`src/core/hsm_pkg.sv`:
```
// Purpose: constants and types for the home switch homing sequencer
// Assumes: method codes arrive as an 8-bit value from the object layer
// Notes: one table row per method, indexed by code minus the first code
package hsm_pkg;

    // method code range handled by this block
    localparam logic [7:0] HSM_CODE_FIRST = 8'h14;
    localparam logic [7:0] HSM_CODE_LAST = 8'h1C;
    localparam int HSM_NUM_METHODS = 9;

    // control word values that arm and fire a homing run
    localparam logic [15:0] HSM_CW_READY = 16'h000F;
    localparam logic [15:0] HSM_CW_START = 16'h001F;
    localparam int HSM_CW_START_BIT = 4;

    // synchronised input lanes
    localparam int HSM_NUM_INPUTS = 3;
    localparam int HSM_IN_HOME = 0;
    localparam int HSM_IN_PLIM = 1;
    localparam int HSM_IN_NLIM = 2;

    // method descriptor fields; direction bit high means positive
    localparam int HSM_CFG_W = 6;
    localparam int HSM_CFG_A_DIR = 5;   // search direction, switch inactive at start
    localparam int HSM_CFG_A_HI = 4;    // search speed high, switch inactive at start
    localparam int HSM_CFG_B_DIR = 3;   // low-speed direction after search rising edge
    localparam int HSM_CFG_STOP_F = 2;  // stop on falling edge instead of final rising edge
    localparam int HSM_CFG_D_DIR = 1;   // direction, switch active at start
    localparam int HSM_CFG_D_HI = 0;    // speed high, switch active at start

    // one row per method code, first code at index zero
    localparam logic [HSM_CFG_W-1:0] HSM_METHOD_TBL [0:HSM_NUM_METHODS-1] = '{
        6'h21,  // first code: pos low to rising; active: neg high then pos low
        6'h1E,  // neg high, rising to pos low, stop falling; active: pos low
        6'h03,  // neg low to rising; active: pos high then neg low
        6'h34,  // pos high, rising to neg low, stop falling; active: neg low
        6'h30,  // pos high, neg low, then pos low to rising; active: neg low
        6'h3A,  // pos high, pos low, then neg low to rising; active: pos low
        6'h3E,  // pos high, pos low, stop falling; active: pos low
        6'h1E,  // neg high, pos low, stop falling; active: pos low
        6'h1A   // neg high, pos low, then neg low to rising; active: pos low
    };

    typedef enum logic [2:0] {
        HSM_IDLE,
        HSM_SEARCH,
        HSM_APPROACH,
        HSM_FINAL,
        HSM_DONE
    } hsm_state_t;

endpackage

```
`src/core/hsm_homing_seq.sv`:
```
// Purpose: homing sequencer using the home switch as slow-down and home point
// Assumes: control word and method code come from logic on clk_sys
// Notes: speed and direction go to the motion controller as plain levels
`timescale 1ns/1ps
`default_nettype none

module hsm_homing_seq
    import hsm_pkg::*;
(
    input wire logic clk_sys,
    input wire logic reset_n,
    input wire logic clk_en,
    input wire logic [15:0] control_word,
    input wire logic [7:0] method_code,
    input wire logic home_switch_input,
    input wire logic pos_limit_in,
    input wire logic neg_limit_in,
    output logic dir_positive_ff,
    output logic speed_high_ff,
    output logic motion_run_ff,
    output logic homing_done_ff,
    output logic code_error_ff
);

    logic [HSM_NUM_INPUTS-1:0] sw_level;
    logic [HSM_NUM_INPUTS-1:0] sw_rise;
    logic [HSM_NUM_INPUTS-1:0] sw_fall;

    hsm_state_t state_ff;
    hsm_state_t nxt_state;
    logic [HSM_CFG_W-1:0] cfg_ff;
    logic [HSM_CFG_W-1:0] nxt_cfg;
    logic [15:0] cw_prev_ff;
    logic [7:0] code_prev_ff;
    logic rev_done_ff;
    logic nxt_rev_done;
    logic nxt_dir;
    logic nxt_speed;
    logic nxt_run;
    logic nxt_done;
    logic nxt_error;

    // switch pins cross into clk_sys here
    hsm_sync_edge u_sync (
        .clk_sys(clk_sys),
        .reset_n(reset_n),
        .clk_en(clk_en),
        .pin_in({neg_limit_in, pos_limit_in, home_switch_input}),
        .level(sw_level),
        .rise(sw_rise),
        .fall(sw_fall)
    );

    // decode of start, method and switch conditions
    wire home_lvl = sw_level[HSM_IN_HOME];
    wire home_rise = sw_rise[HSM_IN_HOME];
    wire home_fall = sw_fall[HSM_IN_HOME];
    wire start_req = (cw_prev_ff == HSM_CW_READY) && (control_word == HSM_CW_START);
    wire code_ok = (method_code >= HSM_CODE_FIRST) && (method_code <= HSM_CODE_LAST);
    wire [7:0] code_index = method_code - HSM_CODE_FIRST;
    wire [HSM_CFG_W-1:0] sel_cfg = code_ok ? HSM_METHOD_TBL[code_index[3:0]] : '0;
    wire busy = (state_ff == HSM_SEARCH) || (state_ff == HSM_APPROACH) ||
                (state_ff == HSM_FINAL);
    // dropping the start bit mid-run abandons the search, approach or final phase
    wire abort_req = busy && !control_word[HSM_CW_START_BIT];
    wire code_changed = method_code != code_prev_ff;
    // limit in the current travel direction; only high-speed search reacts
    wire limit_ahead = dir_positive_ff ? sw_level[HSM_IN_PLIM] : sw_level[HSM_IN_NLIM];
    wire limit_reverse = speed_high_ff && limit_ahead && !rev_done_ff;

    // sequencing of search, approach and final phases
    always_comb begin
        nxt_state = state_ff;
        nxt_cfg = cfg_ff;
        nxt_rev_done = rev_done_ff;
        nxt_dir = dir_positive_ff;
        nxt_speed = speed_high_ff;
        nxt_run = motion_run_ff;
        nxt_done = homing_done_ff;
        nxt_error = code_error_ff;
        case (state_ff)
            HSM_IDLE, HSM_DONE: begin
                nxt_run = 1'b0;
                if (start_req && !code_ok) begin
                    nxt_error = 1'b1;
                end else if (start_req) begin
                    nxt_error = 1'b0;
                    nxt_done = 1'b0;
                    nxt_run = 1'b1;
                    nxt_rev_done = 1'b0;
                    nxt_cfg = sel_cfg;
                    // path chosen from the sampled switch level
                    if (home_lvl) begin
                        // already on the switch
                        nxt_state = HSM_APPROACH;
                        nxt_dir = sel_cfg[HSM_CFG_D_DIR];
                        nxt_speed = sel_cfg[HSM_CFG_D_HI];
                    end else begin
                        // off the switch
                        nxt_state = HSM_SEARCH;
                        nxt_dir = sel_cfg[HSM_CFG_A_DIR];
                        nxt_speed = sel_cfg[HSM_CFG_A_HI];
                    end
                end else if (code_changed) begin
                    // a new code wipes the last result
                    nxt_state = HSM_IDLE;
                    nxt_done = 1'b0;
                    nxt_error = 1'b0;
                end
            end
            HSM_SEARCH: begin
                if (abort_req) begin
                    nxt_state = HSM_IDLE;
                    nxt_run = 1'b0;
                end else if (home_rise && !speed_high_ff) begin
                    // low-speed search homes on the rising edge
                    nxt_state = HSM_DONE;
                    nxt_run = 1'b0;
                    nxt_done = 1'b1;
                end else if (home_rise) begin
                    // decelerate, direction fixed per method
                    // same direction after a limit reversal
                    nxt_state = HSM_APPROACH;
                    nxt_speed = 1'b0;
                    nxt_dir = cfg_ff[HSM_CFG_B_DIR];
                end else if (limit_reverse) begin
                    // bounce off the limit at high speed
                    nxt_dir = !dir_positive_ff;
                    nxt_rev_done = 1'b1;
                end
            end
            HSM_APPROACH: begin
                if (abort_req) begin
                    nxt_state = HSM_IDLE;
                    nxt_run = 1'b0;
                end else if (home_fall && cfg_ff[HSM_CFG_STOP_F]) begin
                    // home on the falling edge
                    nxt_state = HSM_DONE;
                    nxt_run = 1'b0;
                    nxt_done = 1'b1;
                end else if (home_fall) begin
                    // reverse at low speed
                    nxt_state = HSM_FINAL;
                    nxt_speed = 1'b0;
                    nxt_dir = !dir_positive_ff;
                end
            end
            HSM_FINAL: begin
                if (abort_req) begin
                    nxt_state = HSM_IDLE;
                    nxt_run = 1'b0;
                end else if (home_rise) begin
                    // final rising edge is home
                    nxt_state = HSM_DONE;
                    nxt_run = 1'b0;
                    nxt_done = 1'b1;
                end
            end
            default: begin
                nxt_state = HSM_IDLE;
                nxt_run = 1'b0;
            end
        endcase
    end

    // sequencer state and outputs, frozen while clk_en is low
    always_ff @(posedge clk_sys) begin
        if (!reset_n) begin
            state_ff <= HSM_IDLE;
            cfg_ff <= '0;
            rev_done_ff <= 1'b0;
            dir_positive_ff <= 1'b0;
            speed_high_ff <= 1'b0;
            motion_run_ff <= 1'b0;
            homing_done_ff <= 1'b0;
            code_error_ff <= 1'b0;
        end else if (clk_en) begin
            state_ff <= nxt_state;
            cfg_ff <= nxt_cfg;
            rev_done_ff <= nxt_rev_done;
            dir_positive_ff <= nxt_dir;
            speed_high_ff <= nxt_speed;
            motion_run_ff <= nxt_run;
            homing_done_ff <= nxt_done;
            code_error_ff <= nxt_error;
        end
    end

    // history of the control word and code for change detection
    always_ff @(posedge clk_sys) begin
        if (!reset_n) begin
            cw_prev_ff <= 16'h0000;
            code_prev_ff <= 8'h00;
        end else if (clk_en) begin
            cw_prev_ff <= control_word;
            code_prev_ff <= method_code;
        end
    end

    // checks on the sequencer
    a_path_off_switch: assert property (
        @(posedge clk_sys) disable iff (!reset_n)
        clk_en && !busy && start_req && code_ok && !home_lvl
        |=> state_ff == HSM_SEARCH && motion_run_ff &&
            dir_positive_ff == $past(sel_cfg[HSM_CFG_A_DIR]) &&
            speed_high_ff == $past(sel_cfg[HSM_CFG_A_HI]))
        else $error("search start does not follow the method row");

    a_path_on_switch: assert property (
        @(posedge clk_sys) disable iff (!reset_n)
        clk_en && !busy && start_req && code_ok && home_lvl
        |=> state_ff == HSM_APPROACH &&
            dir_positive_ff == $past(sel_cfg[HSM_CFG_D_DIR]) &&
            speed_high_ff == $past(sel_cfg[HSM_CFG_D_HI]))
        else $error("start on switch does not follow the method row");

    a_low_search_stop: assert property (
        @(posedge clk_sys) disable iff (!reset_n)
        clk_en && !abort_req && state_ff == HSM_SEARCH && home_rise && !speed_high_ff
        |=> state_ff == HSM_DONE && homing_done_ff && !motion_run_ff)
        else $error("low speed search did not stop on rising edge");

    a_search_decel: assert property (
        @(posedge clk_sys) disable iff (!reset_n)
        clk_en && !abort_req && state_ff == HSM_SEARCH && home_rise && speed_high_ff
        |=> state_ff == HSM_APPROACH && !speed_high_ff &&
            dir_positive_ff == cfg_ff[HSM_CFG_B_DIR])
        else $error("high speed search did not slow on rising edge");

    a_fall_reverse: assert property (
        @(posedge clk_sys) disable iff (!reset_n)
        clk_en && !abort_req && state_ff == HSM_APPROACH && home_fall &&
        !cfg_ff[HSM_CFG_STOP_F]
        |=> state_ff == HSM_FINAL && !speed_high_ff &&
            dir_positive_ff != $past(dir_positive_ff))
        else $error("falling edge did not reverse at low speed");

    a_limit_bounce: assert property (
        @(posedge clk_sys) disable iff (!reset_n)
        clk_en && !abort_req && state_ff == HSM_SEARCH && !home_rise && limit_reverse
        |=> speed_high_ff && dir_positive_ff != $past(dir_positive_ff) && rev_done_ff)
        else $error("limit did not reverse the high speed search");

    a_final_stop: assert property (
        @(posedge clk_sys) disable iff (!reset_n)
        clk_en && !abort_req && state_ff == HSM_FINAL && home_rise
        |=> state_ff == HSM_DONE ##1 !motion_run_ff)
        else $error("final rising edge did not stop the motor");

    a_edge_levels: assert property (
        @(posedge clk_sys) disable iff (!reset_n)
        (home_rise |-> home_lvl) and (home_fall |-> !home_lvl))
        else $error("edge flag disagrees with sampled level");

    a_code_clears: assert property (
        @(posedge clk_sys) disable iff (!reset_n)
        clk_en && state_ff == HSM_DONE && code_changed && !start_req
        |=> state_ff == HSM_IDLE && !homing_done_ff)
        else $error("new method code did not clear the result");

    a_idle_still: assert property (
        @(posedge clk_sys) disable iff (!reset_n)
        (state_ff == HSM_IDLE || state_ff == HSM_DONE) |-> !motion_run_ff)
        else $error("motor runs while idle");

    // refusals and the stop on falling edge; a start while busy must not disturb the run
    a_abort_idle: assert property (
        @(posedge clk_sys) disable iff (!reset_n)
        clk_en && abort_req
        |=> state_ff == HSM_IDLE && !motion_run_ff && !homing_done_ff)
        else $error("dropped start bit did not stop the run");

    a_bad_code_flag: assert property (
        @(posedge clk_sys) disable iff (!reset_n)
        clk_en && !busy && start_req && !code_ok
        |=> code_error_ff && !motion_run_ff && !busy)
        else $error("bad method code was not refused");

    a_fall_home: assert property (
        @(posedge clk_sys) disable iff (!reset_n)
        clk_en && !abort_req && state_ff == HSM_APPROACH && home_fall &&
        cfg_ff[HSM_CFG_STOP_F]
        |=> state_ff == HSM_DONE && homing_done_ff && !motion_run_ff)
        else $error("falling edge did not stop the motor");

    a_limit_once: assert property (
        @(posedge clk_sys) disable iff (!reset_n)
        clk_en && state_ff == HSM_SEARCH && rev_done_ff && !home_rise && !abort_req
        |=> state_ff == HSM_SEARCH && dir_positive_ff == $past(dir_positive_ff))
        else $error("second limit hit changed the search");

    a_busy_no_restart: assert property (
        @(posedge clk_sys) disable iff (!reset_n)
        clk_en && busy && !abort_req && !home_rise && !home_fall && !limit_reverse
        |=> state_ff == $past(state_ff) && motion_run_ff)
        else $error("sequencer moved without a switch event");

endmodule
`default_nettype wire

```
`src/core/hsm_sync_edge.sv`:
```
// Purpose: two-stage synchroniser and edge detector per switch input
// Assumes: switch pins are asynchronous to clk_sys
// Notes: the first stage feeds only the second stage
`timescale 1ns/1ps
`default_nettype none
module hsm_sync_edge
    import hsm_pkg::*;
(
    input wire logic clk_sys,
    input wire logic reset_n,
    input wire logic clk_en,
    input wire logic [HSM_NUM_INPUTS-1:0] pin_in,
    output logic [HSM_NUM_INPUTS-1:0] level,
    output logic [HSM_NUM_INPUTS-1:0] rise,
    output logic [HSM_NUM_INPUTS-1:0] fall
);

    genvar gi;
    generate
        for (gi = 0; gi < HSM_NUM_INPUTS; gi++) begin : g_lane
            logic meta_ff;
            logic sync_ff;
            logic prev_ff;

            // two flops then one history flop for edge compare
            always_ff @(posedge clk_sys) begin
                if (!reset_n) begin
                    meta_ff <= 1'b0;
                    sync_ff <= 1'b0;
                    prev_ff <= 1'b0;
                end else if (clk_en) begin
                    meta_ff <= pin_in[gi];
                    sync_ff <= meta_ff;
                    prev_ff <= sync_ff;
                end
            end

            // edges from consecutive sampled levels
            assign level[gi] = sync_ff;
            assign rise[gi] = sync_ff & ~prev_ff;
            assign fall[gi] = ~sync_ff & prev_ff;
        end
    endgenerate

endmodule
`default_nettype wire

```
`config.mk`:
```
export PLATFORM = sky130hd
export DESIGN_NAME = hsm_homing_seq
export DESIGN_NICKNAME = d
export VERILOG_FILES = /design/src/core/hsm_pkg.sv /design/src/core/hsm_homing_seq.sv /design/src/core/hsm_sync_edge.sv
export SDC_FILE = /design/constraint.sdc
export NUM_CORES = 1
export LEC_CHECK = 0
export BUFFER_PORTS_ARGS = -buffer_cell sky130_fd_sc_hd__buf_4
export CAP_MARGIN = 15
export CELL_PAD_IN_SITES_DETAIL_PLACEMENT = 1
export CELL_PAD_IN_SITES_GLOBAL_PLACEMENT = 1
export CORE_MARGIN = 5
export CORE_UTILIZATION = 29
export CTS_BUF_LIST = sky130_fd_sc_hd__clkbuf_4 sky130_fd_sc_hd__clkbuf_8
export DETAILED_ROUTE_END_ITERATION = 16
export PLACE_DENSITY_LB_ADDON = 0.2
export SYNTH_ARGS = -nofsm -noshare
export SYNTH_HDL_FRONTEND = slang
export SYNTH_SLANG_ARGS = --single-unit
```
`constraint.sdc`:
```
create_clock -name clk_sys -period 2.85 [get_ports clk_sys]
set_clock_uncertainty 0.15 [all_clocks]
set_input_delay 0.1425 -clock clk_sys [delete_from_list [all_inputs] [get_ports clk_sys]]
set_output_delay 0.1425 -clock clk_sys [all_outputs]
set_load 0.03 [all_outputs]
```
Yosys cells after proc, flatten, opt, wreduce, memory -nomap -nowiden
Memories as Yosys holds them, arrays and structs flattened.
Cells that the tools add are included.
- flip-flop bits (word level): 44
- memory bits (read-only): 96
- input bits: 30
- output and inout port bits: 5
- logic and storage cells: 149
- memories kept: 1
- $add $sub $neg: 1
- order comparisons: 3
- equality and inequality tests: 28
- multiplexer cells: 64
- bitwise logic cells: 6
- reductions and logical operators: 29
- memory list (memory ; depth ; bits a word ; read ports ; clocked after memory_dff ; wr ports ; RTL line ; text):
    (no name shown) ; 16 ; 6 ; 1 ; 0 ; 0 ; hsm_homing_seq.sv:61 ; wire [HSM_CFG_W-1:0] sel_cfg = code_ok ? HSM_METHOD_TBL[code_index[3:0]] : '0;
- operator list (cell ; count):
    1-bit 2-to-1 mux ; 43
    3-bit 2-to-1 mux ; 11
    10-bit AND reduction ; 3
    2-bit != test, second input constant ; 12
    6-bit 2-to-1 mux ; 3
    16-bit by 4-bit equality test with 1-bit output, second input constant ; 1
    16-bit by 5-bit equality test with 1-bit output, second input constant ; 1
    3-bit one-hot mux with 4 select lines ; 1
    3-bit != test, second input constant ; 3
    8-bit by 5-bit >= comparator with 1-bit output, second input constant ; 1
    8-bit by 5-bit <= comparator with 1-bit output, second input constant ; 1
    1-bit logical AND ; 8
    4-bit by 3-bit != test with 1-bit output, second input constant ; 2
    8-bit != test ; 1
    1-bit one-hot mux with 4 select lines ; 2
    4-bit AND reduction ; 2
    8-bit AND reduction ; 1
    3-bit by 2-bit equality test with 1-bit output, second input constant ; 2
    3-bit by 2-bit != test with 1-bit output, second input constant ; 2
    1-bit one-hot mux with 3 select lines ; 2
    6-bit AND reduction ; 1
    3-bit nonzero test ; 2
    5-bit >= comparator, second input constant ; 1
    1-bit logical NOT ; 5
    15 further kinds ; 20

Depth between registers and ports, before layout
Gate-level depths: netlist (run 1).
- depth after elaboration: 10
- gate-level depth with buffers: 9

By module
From an unflattened synthesis (run 1), not the netlist that was laid out.
- cell total of the unflattened synthesis: 260
- area total of the unflattened synthesis: 2358.5 um^2
- modules (own cells, without submodules) (module ; instances ; cells an instance ; area each (um^2) ; sequential area each (um^2)):
    hsm_homing_seq ; 1 ; 223 ; 1960.6 ; 700.7
    hsm_sync_edge ; 1 ; 37 ; 397.9 ; 180.2

Worst setup path after synthesis (run 1)
Ideal clock, no wire load.
- kind: input-to-reg
- from: in method_code[2]
- to: reg dir_positive_ff
- library setup time: 0.116 ns
- arrival time: 2.024 ns
- required time: 2.584 ns
- setup slack: 0.560 ns
- cell stages on the path: 8
- buffers on the path: 1
- cell sequence: clkbuf_1 inv_1 ha_1 o21bai_1 nand3_2 o31a_1 or4_1 o211a_1
- cells in the longest elaborated chain, start to end: 10
- elaborated cells on any way between the ends: 17
- those cells by class: add/sub (1); order compare (2); eq/ne (1); mux (7); bitwise (1); reduce/logical (4); memory (1)
- ends and longest elaborated chain (item ; RTL line ; text):
    start: declaration ; hsm_homing_seq.sv:14 ; input wire logic [7:0] method_code,
    4-bit by 3-bit subtractor with 4-bit output ; hsm_homing_seq.sv:60 ; wire [7:0] code_index = method_code - HSM_CODE_FIRST;
    4-bit NOT with 5-bit output (not written as such) ; hsm_homing_seq.sv:61 ;
    memory read 16 x 6 bit ; - ;
    6-bit 2-to-1 mux (not written as such) (2 in a row) ; hsm_homing_seq.sv:61 ;
    6-bit 2-to-1 mux ; hsm_homing_seq.sv:61 ;
    1-bit 2-to-1 mux ; hsm_homing_seq.sv:93 ; if (home_lvl) begin
    1-bit 2-to-1 mux ; hsm_homing_seq.sv:86 ; end else if (start_req) begin
    1-bit 2-to-1 mux ; hsm_homing_seq.sv:84 ; if (start_req && !code_ok) begin
    1-bit one-hot mux with 3 select lines ; hsm_homing_seq.sv:81 ; case (state_ff)
    end signal: assignment ; hsm_homing_seq.sv:181 ; dir_positive_ff <= nxt_dir;
    end: declaration ; hsm_homing_seq.sv:18 ; output logic dir_positive_ff,
Parallel ways exist; a longest one is shown, timed or not. The select of a mux whose other input is x is not followed.
A chain may end at the register's enable or synchronous reset.

Worst setup path after layout (run 1)
- from: in method_code[3]
- to: reg dir_positive_ff
The elaborated chain is that of the path after synthesis.

==> metrics.cfg, run 1 <==
[clocking]
root_buffer = clkbuf_8
cts_tree = yes
cts_max_level = 2
cts_made_buffers = 5
cts_setup_buffers = 0
clkTransAtPathRegs_ns = 0.09
clockBufferDepth = 2
insertion_delay_ns = 0.30
clock_sinks = 42

[synthesis]
ys_seq_area_frac = 0.3662
synth_cell_type_count = 47
ys_warn_count = 0
syn_inst = 254
ys_ff_latch = 42
yosys.area.top_type_share = 0.3662
yosysTopAreaCell = dfxtp_1
ys.flop_type = dfxtp_1
syn_nets = 289
syn_area_per_cell_um2 = 9.039
synth.area.top_cells = dfxtp_1, mux2i_1, nor2_1, xor2_1, a21oi_1
synth_edf_count = 0
syn-cell-area_um2 = 2296
async_reset_ff_frac = 0

[die]
die_area_um2 = 9796
io_pins = 35
rows = 32
core_area_um2 = 7727
start_util = 0.2971
dieHeight_um = 98.98
die_w_um = 98.98

[power]
peakVddDrop_v = 0.0002177
power_leakage_nw = 1.319
p_per_area_nw_per_um2 = 424.1
totalPowerFinal_mw = 1.276

[layout]
syn_to_final_growth_pct = 31.06
num-fill-cells = 908
final_area_um2 = 3009
mostFrequentLayoutCells = dfxtp_1, nor2_1, buf_4, mux2i_1, dlygate4sd3_1
num_antenna_cells = 0
seqCellArea_um2 = 840.8
layout_commonest_cell = dfxtp_1
layout.nets = 346
multi_input_area_um2 = 1360
fin_cells = 414
finish.utilization = 0.3894
layout-drive-gt1-share = 0.1955

[status]
status = finished clean

[critical_path]
endpoint_kind = register
worstPathRequired_ns = 2.89
crit_fanout = 5
rrSetupSlack_ns = 0.55
r2r-end = dir_positive_ff
reg2regPathDepth = 5
cp_slowest_cell = dlygate4sd3_1
cp_num_cells = 9
cp_num_buf_inv = 3
worstPathArrival_ns = 2.58
critical_path.top_delay_family = compound AO/OA/AOI/OAI gates
path_class = in2reg
crit_chain = dlygate4sd3_1 > buf_4 > inv_1 > ha_1 > o21bai_1 > nand3_2 > o31a_1 > or4_1 > o211a_1
startpoint_type = input port
startpoint = method_code[3]
r2r-start = cw_prev_ff[10]
crit_end = dir_positive_ff
slowest_delay_ns = 0.53

[global_route]
grt_pass1_wl_mm = 10.63
antenna_found_initial = 0
overflow = 0
grt_max_degree = 37
grt_usage = 0.1330
grt_pass1_vias = 2160

[timing]
slew_viol_final = 0
period_share = 0.8906
hold_ws_ns = 0.05154
max_freq_mhz = 394.0
finalHoldViolations = 0
maxSlewHeadroom = 0.6705
setup_viol = 0
setup_ws_ns = 0.3119
worst_pin_slew_ns = 0.4898
rsz0062_at_grt = false
finalCriticalPeriod_ns = 2.538
tns_ns = 0

[placement]
hpwl_mm = 4.523
numPortBuffers = 34
place_inst = 379
preCtsSetupSlack_ns = 0.4700
routabilityCongestion = 0.8088
placed_cell_area_um2 = 2644

[route]
drtAntennaViolNets = 0
wl_met1_mm = 2.907
initialDrtViolationCount = 54
dr.pass1.iters = 4
vias = 2050
wl_per_cell_um = 15.21
top_layer = met4
finalWirelength_mm = 6.295
met2_length_mm = 3.097
drc = 0
wl_met3_um = 225
avgViaCountPerCell = 4.952

[run]
cap_violations = 0

[worst_hold_path]
hold_path_depth = 3
hold_path_class = in2reg

==> worst register-to-register path: cells and delay by family, from the launching register on <==
family / cells / cell delay, ns
and+or+nand+nor: 3 / 1.13
AOI/OAI and AO/OA: 2 / 0.60
DFF: 1 / 0.32
==> Yosys cell counts (2+ instances only) <==
| master | n |
|---|---|
| xor2_1 | 9 |
| buf_1 | 2 |
| o211a_1 | 3 |
| dfxtp_1 | 42 |
| nor3_1 | 4 |
| nor4_2 | 3 |
| nand2b_1 | 7 |
| buf_2 | 4 |
| nor2b_1 | 5 |
| ha_1 | 5 |
| o21a_1 | 2 |
| or4_1 | 2 |
| mux2i_1 | 36 |
| clkbuf_1 | 8 |
| and4bb_2 | 2 |
| or2_2 | 2 |
| nor2_1 | 38 |
| nor4b_4 | 2 |
| nand3_1 | 4 |
| inv_1 | 9 |
| o31a_1 | 2 |
| nor4_1 | 6 |
| a21oi_1 | 13 |
| nand2_1 | 12 |
| o21ai_0 | 8 |
| nand3b_1 | 3 |
==> metal layers <==
metal	up-vias	track usage
met5	-	0
met4	0	0.02836
met3	5	0.02689
met2	33	0.2330
met1	995	0.1681
li1	1017	-
==> cells by family (layout without fill, tap and decap cells) <==
kind of cell | count (synthesis) | in the layout | synth area share
AND/OR/NAND/NOR | 95 | 95 | 0.2447
flip-flops | 42 | 42 | 0.3662
buffers and inverters | 24 | 82 | 0.04142
multiplexers | 37 | 37 | 0.1619
adder cells (fa/ha/maj) | 5 | 5 | 0.02725
AO/OA/AOI/OAI | 42 | 42 | 0.1243
XOR/XNOR | 9 | 9 | 0.03433
==> cell type report <==
type	count	area share
clock inverters	2	0.004158
clock buffers	6	0.02744
flip-flops and latches	42	0.2794
multi-input cells	188	0.4520
repair buffers	64	0.1821
well taps	102	0.04241
inverters	10	0.01247
==> where the power goes <==
group          switching (mW)  internal (mW)  total, mW
clock                   0.224          0.195      0.419
combinational           0.106          0.117      0.223
sequential             0.0209          0.614      0.634
total                   0.351          0.926       1.28
==> sequential cells by signal, summed over array words and instances, names as in the netlist <==
signal                 count
u_sync.g_lane.sync_ff      3
code_error_ff              1
cw_prev_ff                16
state_ff                   3
cfg_ff                     2
u_sync.g_lane.meta_ff      3
dir_positive_ff            1
motion_run_ff              1
code_prev_ff               8
speed_high_ff              1
u_sync.g_lane.prev_ff      1
homing_done_ff             1
rev_done_ff                1
==> how the worst min path moves through the flow <==
stage,startpoint,endpoint,slack (ns)
after floorplan,control_word[0],cw_prev_ff[0],0.14
after global placement,neg_limit_in,u_sync.g_lane[2].meta_ff,0.23
after detailed placement,neg_limit_in,u_sync.g_lane[2].meta_ff,0.24
after CTS,clk_en,code_prev_ff[1],0.04
after global routing,clk_en,code_prev_ff[3],0.06
final,clk_en,code_prev_ff[0],0.05
==> timing repair <==
item | in CTS | in global routing
endpoints found under the setup margin | 0 | 0
gates resized for setup | 0 | 0
hold buffers | 27 | 0
hold endpoints to repair | 29 | 0
(Power assumes the default switching activity.)
==> inputs of run 2 (changes only) <==
- SETUP_SLACK_MARGIN: not set -> 0.4
==> run 2 against run 1 <==
Maximum frequency increased by 5.7%; highest routed layer unchanged; sequential share of layout area decreased by 0.79 points; utilization increased by 1.1 points; cell count increased by 2.4%; critical endpoint unchanged; combinational power increased by 2%; die area unchanged; clock-buffer cell count unchanged; global-route usage decreased by 0.13 points; clock power decreased by 1%.
==> metrics.cfg, run 2 (same netlist as run 1, synthesis figures left out) <==
[die]
rows = 32  ; unchanged
core_area_um2 = 7727  ; unchanged
io_pins = 35  ; unchanged
die_w_um = 98.98  ; unchanged
dieHeight_um = 98.98  ; unchanged
start_util = 0.2971  ; unchanged
die_area_um2 = 9796  ; unchanged

[global_route]
grt_pass1_vias = 2154  ; was 2160
antenna_found_initial = 0  ; unchanged
grt_pass1_wl_mm = 10.53  ; was 10.63 mm
grt_max_degree = 37  ; unchanged
overflow = 0  ; unchanged
grt_usage = 0.1317  ; was 0.1330

[critical_path]
startpoint = control_word[15]  ; was method_code[3]
worstPathArrival_ns = 2.44  ; was 2.58 ns
crit_end = dir_positive_ff  ; unchanged
critical_path.top_delay_family = simple AND/OR/NAND/NOR gates  ; was compound AO/OA/AOI/OAI gates
path_class = in2reg  ; unchanged
r2r-start = cw_prev_ff[10]  ; unchanged
reg2regPathDepth = 5  ; unchanged
endpoint_kind = register  ; unchanged
cp_num_cells = 7  ; was 9
crit_chain = dlygate4sd3_1 > buf_4 > nor4b_4 > nand4_4 > o31a_1 > or4_1 > o211a_1  ; was dlygate4sd3_1 > buf_4 > inv_1 > ha_1 > o21bai_1 > nand3_2 > o31a_1 > or4_1 > o211a_1
r2r-end = dir_positive_ff  ; unchanged
worstPathRequired_ns = 2.89  ; about the same
cp_num_buf_inv = 2  ; was 3
slowest_delay_ns = 0.54  ; was 0.53 ns
crit_fanout = 8  ; was 5
startpoint_type = input port  ; unchanged
rrSetupSlack_ns = 0.60  ; was 0.55 ns
cp_slowest_cell = dlygate4sd3_1  ; unchanged

[route]
finalWirelength_mm = 6.338  ; was 6.295 mm
wl_per_cell_um = 14.95  ; was 15.21 um
avgViaCountPerCell = 4.844  ; was 4.952
vias = 2054  ; was 2050
dr.pass1.iters = 4  ; unchanged
drtAntennaViolNets = 0  ; unchanged
drc = 0  ; unchanged
initialDrtViolationCount = 50  ; was 54

[timing]
hold_ws_ns = 0.05009  ; was 0.05154 ns
finalCriticalPeriod_ns = 2.400  ; was 2.538 ns
max_freq_mhz = 416.6  ; was 394.0 MHz
slew_viol_final = 0  ; unchanged
rsz0062_at_grt = false  ; unchanged
maxSlewHeadroom = 0.6572  ; was 0.6705
finalHoldViolations = 0  ; unchanged
tns_ns = 0  ; unchanged
worst_pin_slew_ns = 0.5095  ; was 0.4898 ns
period_share = 0.8423  ; was 0.8906
setup_viol = 0  ; unchanged

[run]
cap_violations = 0  ; unchanged

[status]
status = finished clean  ; unchanged

[power]
power_leakage_nw = 1.363  ; was 1.319 nW
p_int_mw = 0.9282  ; was 0.9256 mW
clkPwrFrac = 0.324  ; was 0.328
switching_share = 0.2716  ; was 0.2748
seqPwrFrac = 0.498  ; was 0.497
p_per_area_nw_per_um2 = 411.5  ; was 424.1 nW/um2
p_switching_mw = 0.3461  ; was 0.3507 mW
p_comb_frac = 0.178  ; was 0.175
peakVddDrop_v = 0.0002122  ; was 0.0002177 V

[layout]
largest_reg_flops = 16  ; unchanged
layout_commonest_cell = buf_4  ; was dfxtp_1
syn_to_final_growth_pct = 34.88  ; was 31.06%
layout-drive-gt1-share = 0.2236  ; was 0.1955
num-fill-cells = 908  ; unchanged
seqCellArea_um2 = 840.8  ; unchanged
reg_top3 = cw_prev_ff: 16 flops, code_prev_ff: 8 flops  ; unchanged
fin_cells = 424  ; was 414
layout.nets = 356  ; was 346
regMostFlops = cw_prev_ff  ; unchanged
num_antenna_cells = 0  ; unchanged
multi_input_area_um2 = 1373  ; was 1360 um2
mostFrequentLayoutCells = buf_4, dfxtp_1, nor2_1, mux2i_1, dlygate4sd3_1  ; was dfxtp_1, nor2_1, buf_4, mux2i_1, dlygate4sd3_1

[clocking]
clock_sinks = 42  ; unchanged
clkTransAtPathRegs_ns = 0.09  ; about the same
insertion_delay_ns = 0.30  ; about the same
root_buffer = clkbuf_8  ; unchanged
clockBufferDepth = 2  ; unchanged
cts_tree = yes  ; unchanged
cts_max_level = 2  ; unchanged
cts_made_buffers = 5  ; unchanged

[placement]
numPortBuffers = 34  ; unchanged
hpwl_mm = 4.523  ; unchanged
routabilityCongestion = 0.8088  ; unchanged
place_inst = 379  ; unchanged

[worst_hold_path]
hold_path_class = in2reg  ; unchanged

[run 2: cell count changes in the layout (fill, tap and decap cells not counted)]
| cell | delta |
|---|---|
| buf_4 | +10 |
| o21bai_1 | -1 |
| o21bai_2 | +1 |
| nor4_4 | +1 |
| nor4_2 | -1 |
[run 2: layout make-up]
cell class,instances,share of cell area
Clock buffer,6,0.02667
Clock inverter,2,0.004040
Inverter,10,0.01212
Multi-Input combinational cell,188,0.4432
Sequential cell,42,0.2715
Tap cell,102,0.04121
Timing Repair Buffer,74,0.2012
[run 2: worst reg2reg max path: cells and delay by family (launching register included)]
kind | cells | cell delay, ns
AO/OA/AOI/OAI | 2 | 0.62
flip-flops | 1 | 0.32
AND/OR/NAND/NOR | 3 | 1.07
[run 2: worst min-delay path by stage]
stage               startpoint                       end  cells after the start
3_3_place_gp      neg_limit_in  u_sync.g_lane[2].meta_ff                      3
2_1_floorplan  control_word[0]             cw_prev_ff[0]                      2
3_5_place_dp      neg_limit_in  u_sync.g_lane[2].meta_ff                      3
6_report                clk_en           code_prev_ff[0]                      3
5_1_grt                 clk_en           code_prev_ff[3]                      3
4_1_cts                 clk_en           code_prev_ff[1]                      3
[run 2: metal layers]
| layer | part of all wire | vias up | GRT usage |
|---|---|---|---|
| li1 | - | 1034 | - |
| met4 | 0.0095 | 0 | 0.02836 |
| met2 | 0.48 | 33 | 0.2283 |
| met1 | 0.47 | 982 | 0.1672 |
| met3 | 0.036 | 5 | 0.02831 |
| met5 | 0 | - | 0 |
[run 2: metrics by stage]
step	worst slack [ns]	total power, mW	util	instance area (um2)
2_1_floorplan	0.5599	0.7664	-	2296
3_3_place_gp	0.5562	0.8403	0.3421	2644
3_5_place_dp	0.4700	0.8439	0.3421	2644
4_1_cts	0.4044	1.287	0.3894	3009
5_1_grt	0.3670	1.343	0.4007	3097
6_report	0.4495	1.274	0.4007	3097
[run 2: power by group through the flow]
stage	clock (mW)	combinational [mW]	sequential, mW
after global routing	0.453	0.251	0.639
after detailed placement	0	0.196	0.648
after CTS	0.427	0.226	0.635
final	0.413	0.227	0.635
after global placement	0	0.193	0.647
after floorplan	0	0.125	0.642
[run 2: what timing repair did]
action / 4_1_cts / 5_1_grt
resized for setup: 0 / 2
endpoints found under the hold margin: 29 / 0
buffers inserted: 0 / 10
endpoints found under the setup margin: 0 / 2
hold buffers: 27 / 0
==> inputs of run 3 (changes only) <==
- clock period: 2.85 -> 2 ns (I/O delays scaled with it)
==> run 3 against run 2 <==
The run now ends with negative setup slack left; die area unchanged; clock-buffer cell count down 1; cell count up 5.2%; sequential share of layout area down 2.4 points; clock power up 100%; design area up 10%; register-to-register slack worse by 0.68 ns; sequential power up 43%; non-clock buffer count up 22; first-iteration DRC count up 4.0%.
==> metrics.cfg, run 3 (same netlist as run 1, synthesis figures left out) <==
[status]
status = finished, violations left  ; was finished clean
violations = negative setup slack

[worst_hold_path]
holdPathEnd = code_prev_ff[5]  ; was code_prev_ff[0]
hold_start = method_code[5]  ; was clk_en
hold_path_depth = 4  ; was 3
hold_path_class = in2reg  ; unchanged

[clocking]
insertion_delay_ns = 0.30  ; about the same
cts_max_level = 2  ; unchanged
clockBufferDepth = 2  ; unchanged
root_buffer = clkbuf_8  ; unchanged
cts_tree = yes  ; unchanged
clock_sinks = 42  ; unchanged
clkTransAtPathRegs_ns = 0.09  ; about the same
cts_made_buffers = 5  ; unchanged

[timing]
worst_pin_slew_ns = 0.4426  ; was 0.5095 ns
finalCriticalPeriod_ns = 2.079
setup_viol = 3  ; was 0
setup_ws_ns = -0.07929  ; was 0.4495 ns
rsz0062_at_grt = true  ; was false
maxSlewHeadroom = 0.7049  ; was 0.6572
finalHoldViolations = 0  ; unchanged
slew_viol_final = 0  ; unchanged
max_freq_mhz = 480.9
period_share = 1.040

[critical_path]
cp_slowest_cell = or4_1  ; was dlygate4sd3_1
crit_fanout = 5  ; was 8
r2r-end = dir_positive_ff  ; unchanged
endpoint_kind = register  ; unchanged
worstPathRequired_ns = 2.04  ; was 2.89 ns
cp_num_buf_inv = 0  ; was 2
worstPathArrival_ns = 2.12  ; was 2.44 ns
startpoint_type = register  ; was input port
slowest_delay_ns = 0.42  ; was 0.54 ns
path_class = reg2reg  ; was in2reg
reg2regPathDepth = 5  ; unchanged
critical_path.top_delay_family = simple AND/OR/NAND/NOR gates  ; unchanged
rrSetupSlack_ns = -0.08  ; was 0.60 ns
r2r-start = cw_prev_ff[8]  ; was cw_prev_ff[10]
crit_chain = nor4_4 > nand4_2 > o31a_1 > or4_1 > o211a_1  ; was dlygate4sd3_1 > buf_4 > nor4b_4 > nand4_4 > o31a_1 > or4_1 > o211a_1

[layout]
syn_to_final_growth_pct = 48.66  ; was 34.88%
regMostFlops = cw_prev_ff  ; unchanged
layout.nets = 378  ; was 356
layout_commonest_cell = buf_4  ; unchanged
num_antenna_cells = 0  ; unchanged
mostFrequentLayoutCells = buf_4, nor2_1, dfxtp_1, mux2i_1, dlygate4sd3_1  ; was buf_4, dfxtp_1, nor2_1, mux2i_1, dlygate4sd3_1
reg_top3 = cw_prev_ff: 16 flops, code_prev_ff: 8 flops  ; unchanged
final_area_um2 = 3413  ; was 3097 um2
fin_cells = 446  ; was 424
largest_reg_flops = 16  ; unchanged
layout-drive-gt1-share = 0.3285  ; was 0.2236

[power]
p_per_area_nw_per_um2 = 615.0  ; was 411.5 nW/um2
peakVddDrop_v = 0.0002963  ; was 0.0002122 V
power_leakage_nw = 1.518  ; was 1.363 nW

[placement]
place_inst = 411  ; was 379
hpwl_mm = 4.722  ; was 4.523 mm
preCtsSetupSlack_ns = -0.1314  ; was 0.4700 ns
routabilityCongestion = 0.8281  ; was 0.8088
numPortBuffers = 34  ; unchanged
placed_cell_area_um2 = 2898  ; was 2644 um2

[global_route]
grt_pass1_wl_mm = 11.35  ; was 10.53 mm
overflow = 0  ; unchanged
grt_pass1_vias = 2385  ; was 2154
antenna_found_initial = 0  ; unchanged
grt_max_degree = 32  ; was 37
grt_usage = 0.1408  ; was 0.1317

[route]
drc = 0  ; unchanged
drtAntennaViolNets = 0  ; unchanged
dr.pass1.iters = 4  ; unchanged
initialDrtViolationCount = 52  ; was 50
finalWirelength_mm = 6.789  ; was 6.338 mm
wl_per_cell_um = 15.22  ; was 14.95 um
vias = 2190  ; was 2054
avgViaCountPerCell = 4.910  ; was 4.844

[die]
die_area_um2 = 9796  ; unchanged
io_pins = 35  ; unchanged
die_w_um = 98.98  ; unchanged
rows = 32  ; unchanged
core_area_um2 = 7727  ; unchanged
start_util = 0.2971  ; unchanged
dieHeight_um = 98.98  ; unchanged

[run]
cap_violations = 0  ; unchanged

[run 3: worst max path at each step]
stage,start,endpoint,slack (ns),cells after the start
after floorplan,cw_prev_ff[8],dir_positive_ff,0.004,5
after global placement,cw_prev_ff[6],dir_positive_ff,-0.07,5
after detailed placement,method_code[2],state_ff[1],-0.13,8
after CTS,cw_prev_ff[4],dir_positive_ff,-0.04,5
after global routing,cw_prev_ff[4],speed_high_ff,-0.17,7
final,cw_prev_ff[8],dir_positive_ff,-0.08,5
[run 3: report_power, final]
group | switching (mW) | internal [mW]
Sequential | 0.0293 | 0.875
Clock | 0.323 | 0.501
Combinational | 0.172 | 0.198
Total | 0.525 | 1.57
[run 3: per-stage QoR]
stage	hold slack (ns)	util	power (mW)	TNS [ns]
4_1_cts	0.01630	0.4276	2.112	-0.06637
5_1_grt	0.04602	0.4417	2.202	-0.7047
6_report	0.02808	0.4417	2.099	-0.1526
3_3_place_gp	0.1867	0.3750	1.231	-0.2010
3_5_place_dp	0.2021	0.3750	1.237	-0.5371
2_1_floorplan	0.09684	-	1.097	0
[run 3: worst reg2reg max path: cells and delay by family, from the launching register on]
kind	cells	cell delay, ns
compound gates	2	0.58
flops	1	0.34
simple gates	3	0.90
[run 3: layer usage]
metal	GRT usage	vias to the layer above	part of all wire
li1	-	1079	-
met1	0.1734	1054	0.47
met2	0.2402	45	0.48
met3	0.03822	12	0.037
met4	0.03992	0	0.016
met5	0	-	0
[run 3: cell type report]
type | instances | area (um2)
Clock buffer | 5 | 68.82
Clock inverter | 3 | 68.82
Fill cell | 892 | 4314
Inverter | 10 | 37.54
Multi-Input combinational cell | 188 | 1479
Sequential cell | 42 | 845.8
Tap cell | 102 | 127.6
Timing Repair Buffer | 96 | 785.8
[run 3: repair_timing]
action	4_1_cts	5_1_grt
hold endpoints to repair	28	0
setup endpoints to repair	11	11
resized for setup	6	18
hold buffers	23	0
buffers inserted	1	3
pin swaps	7	1
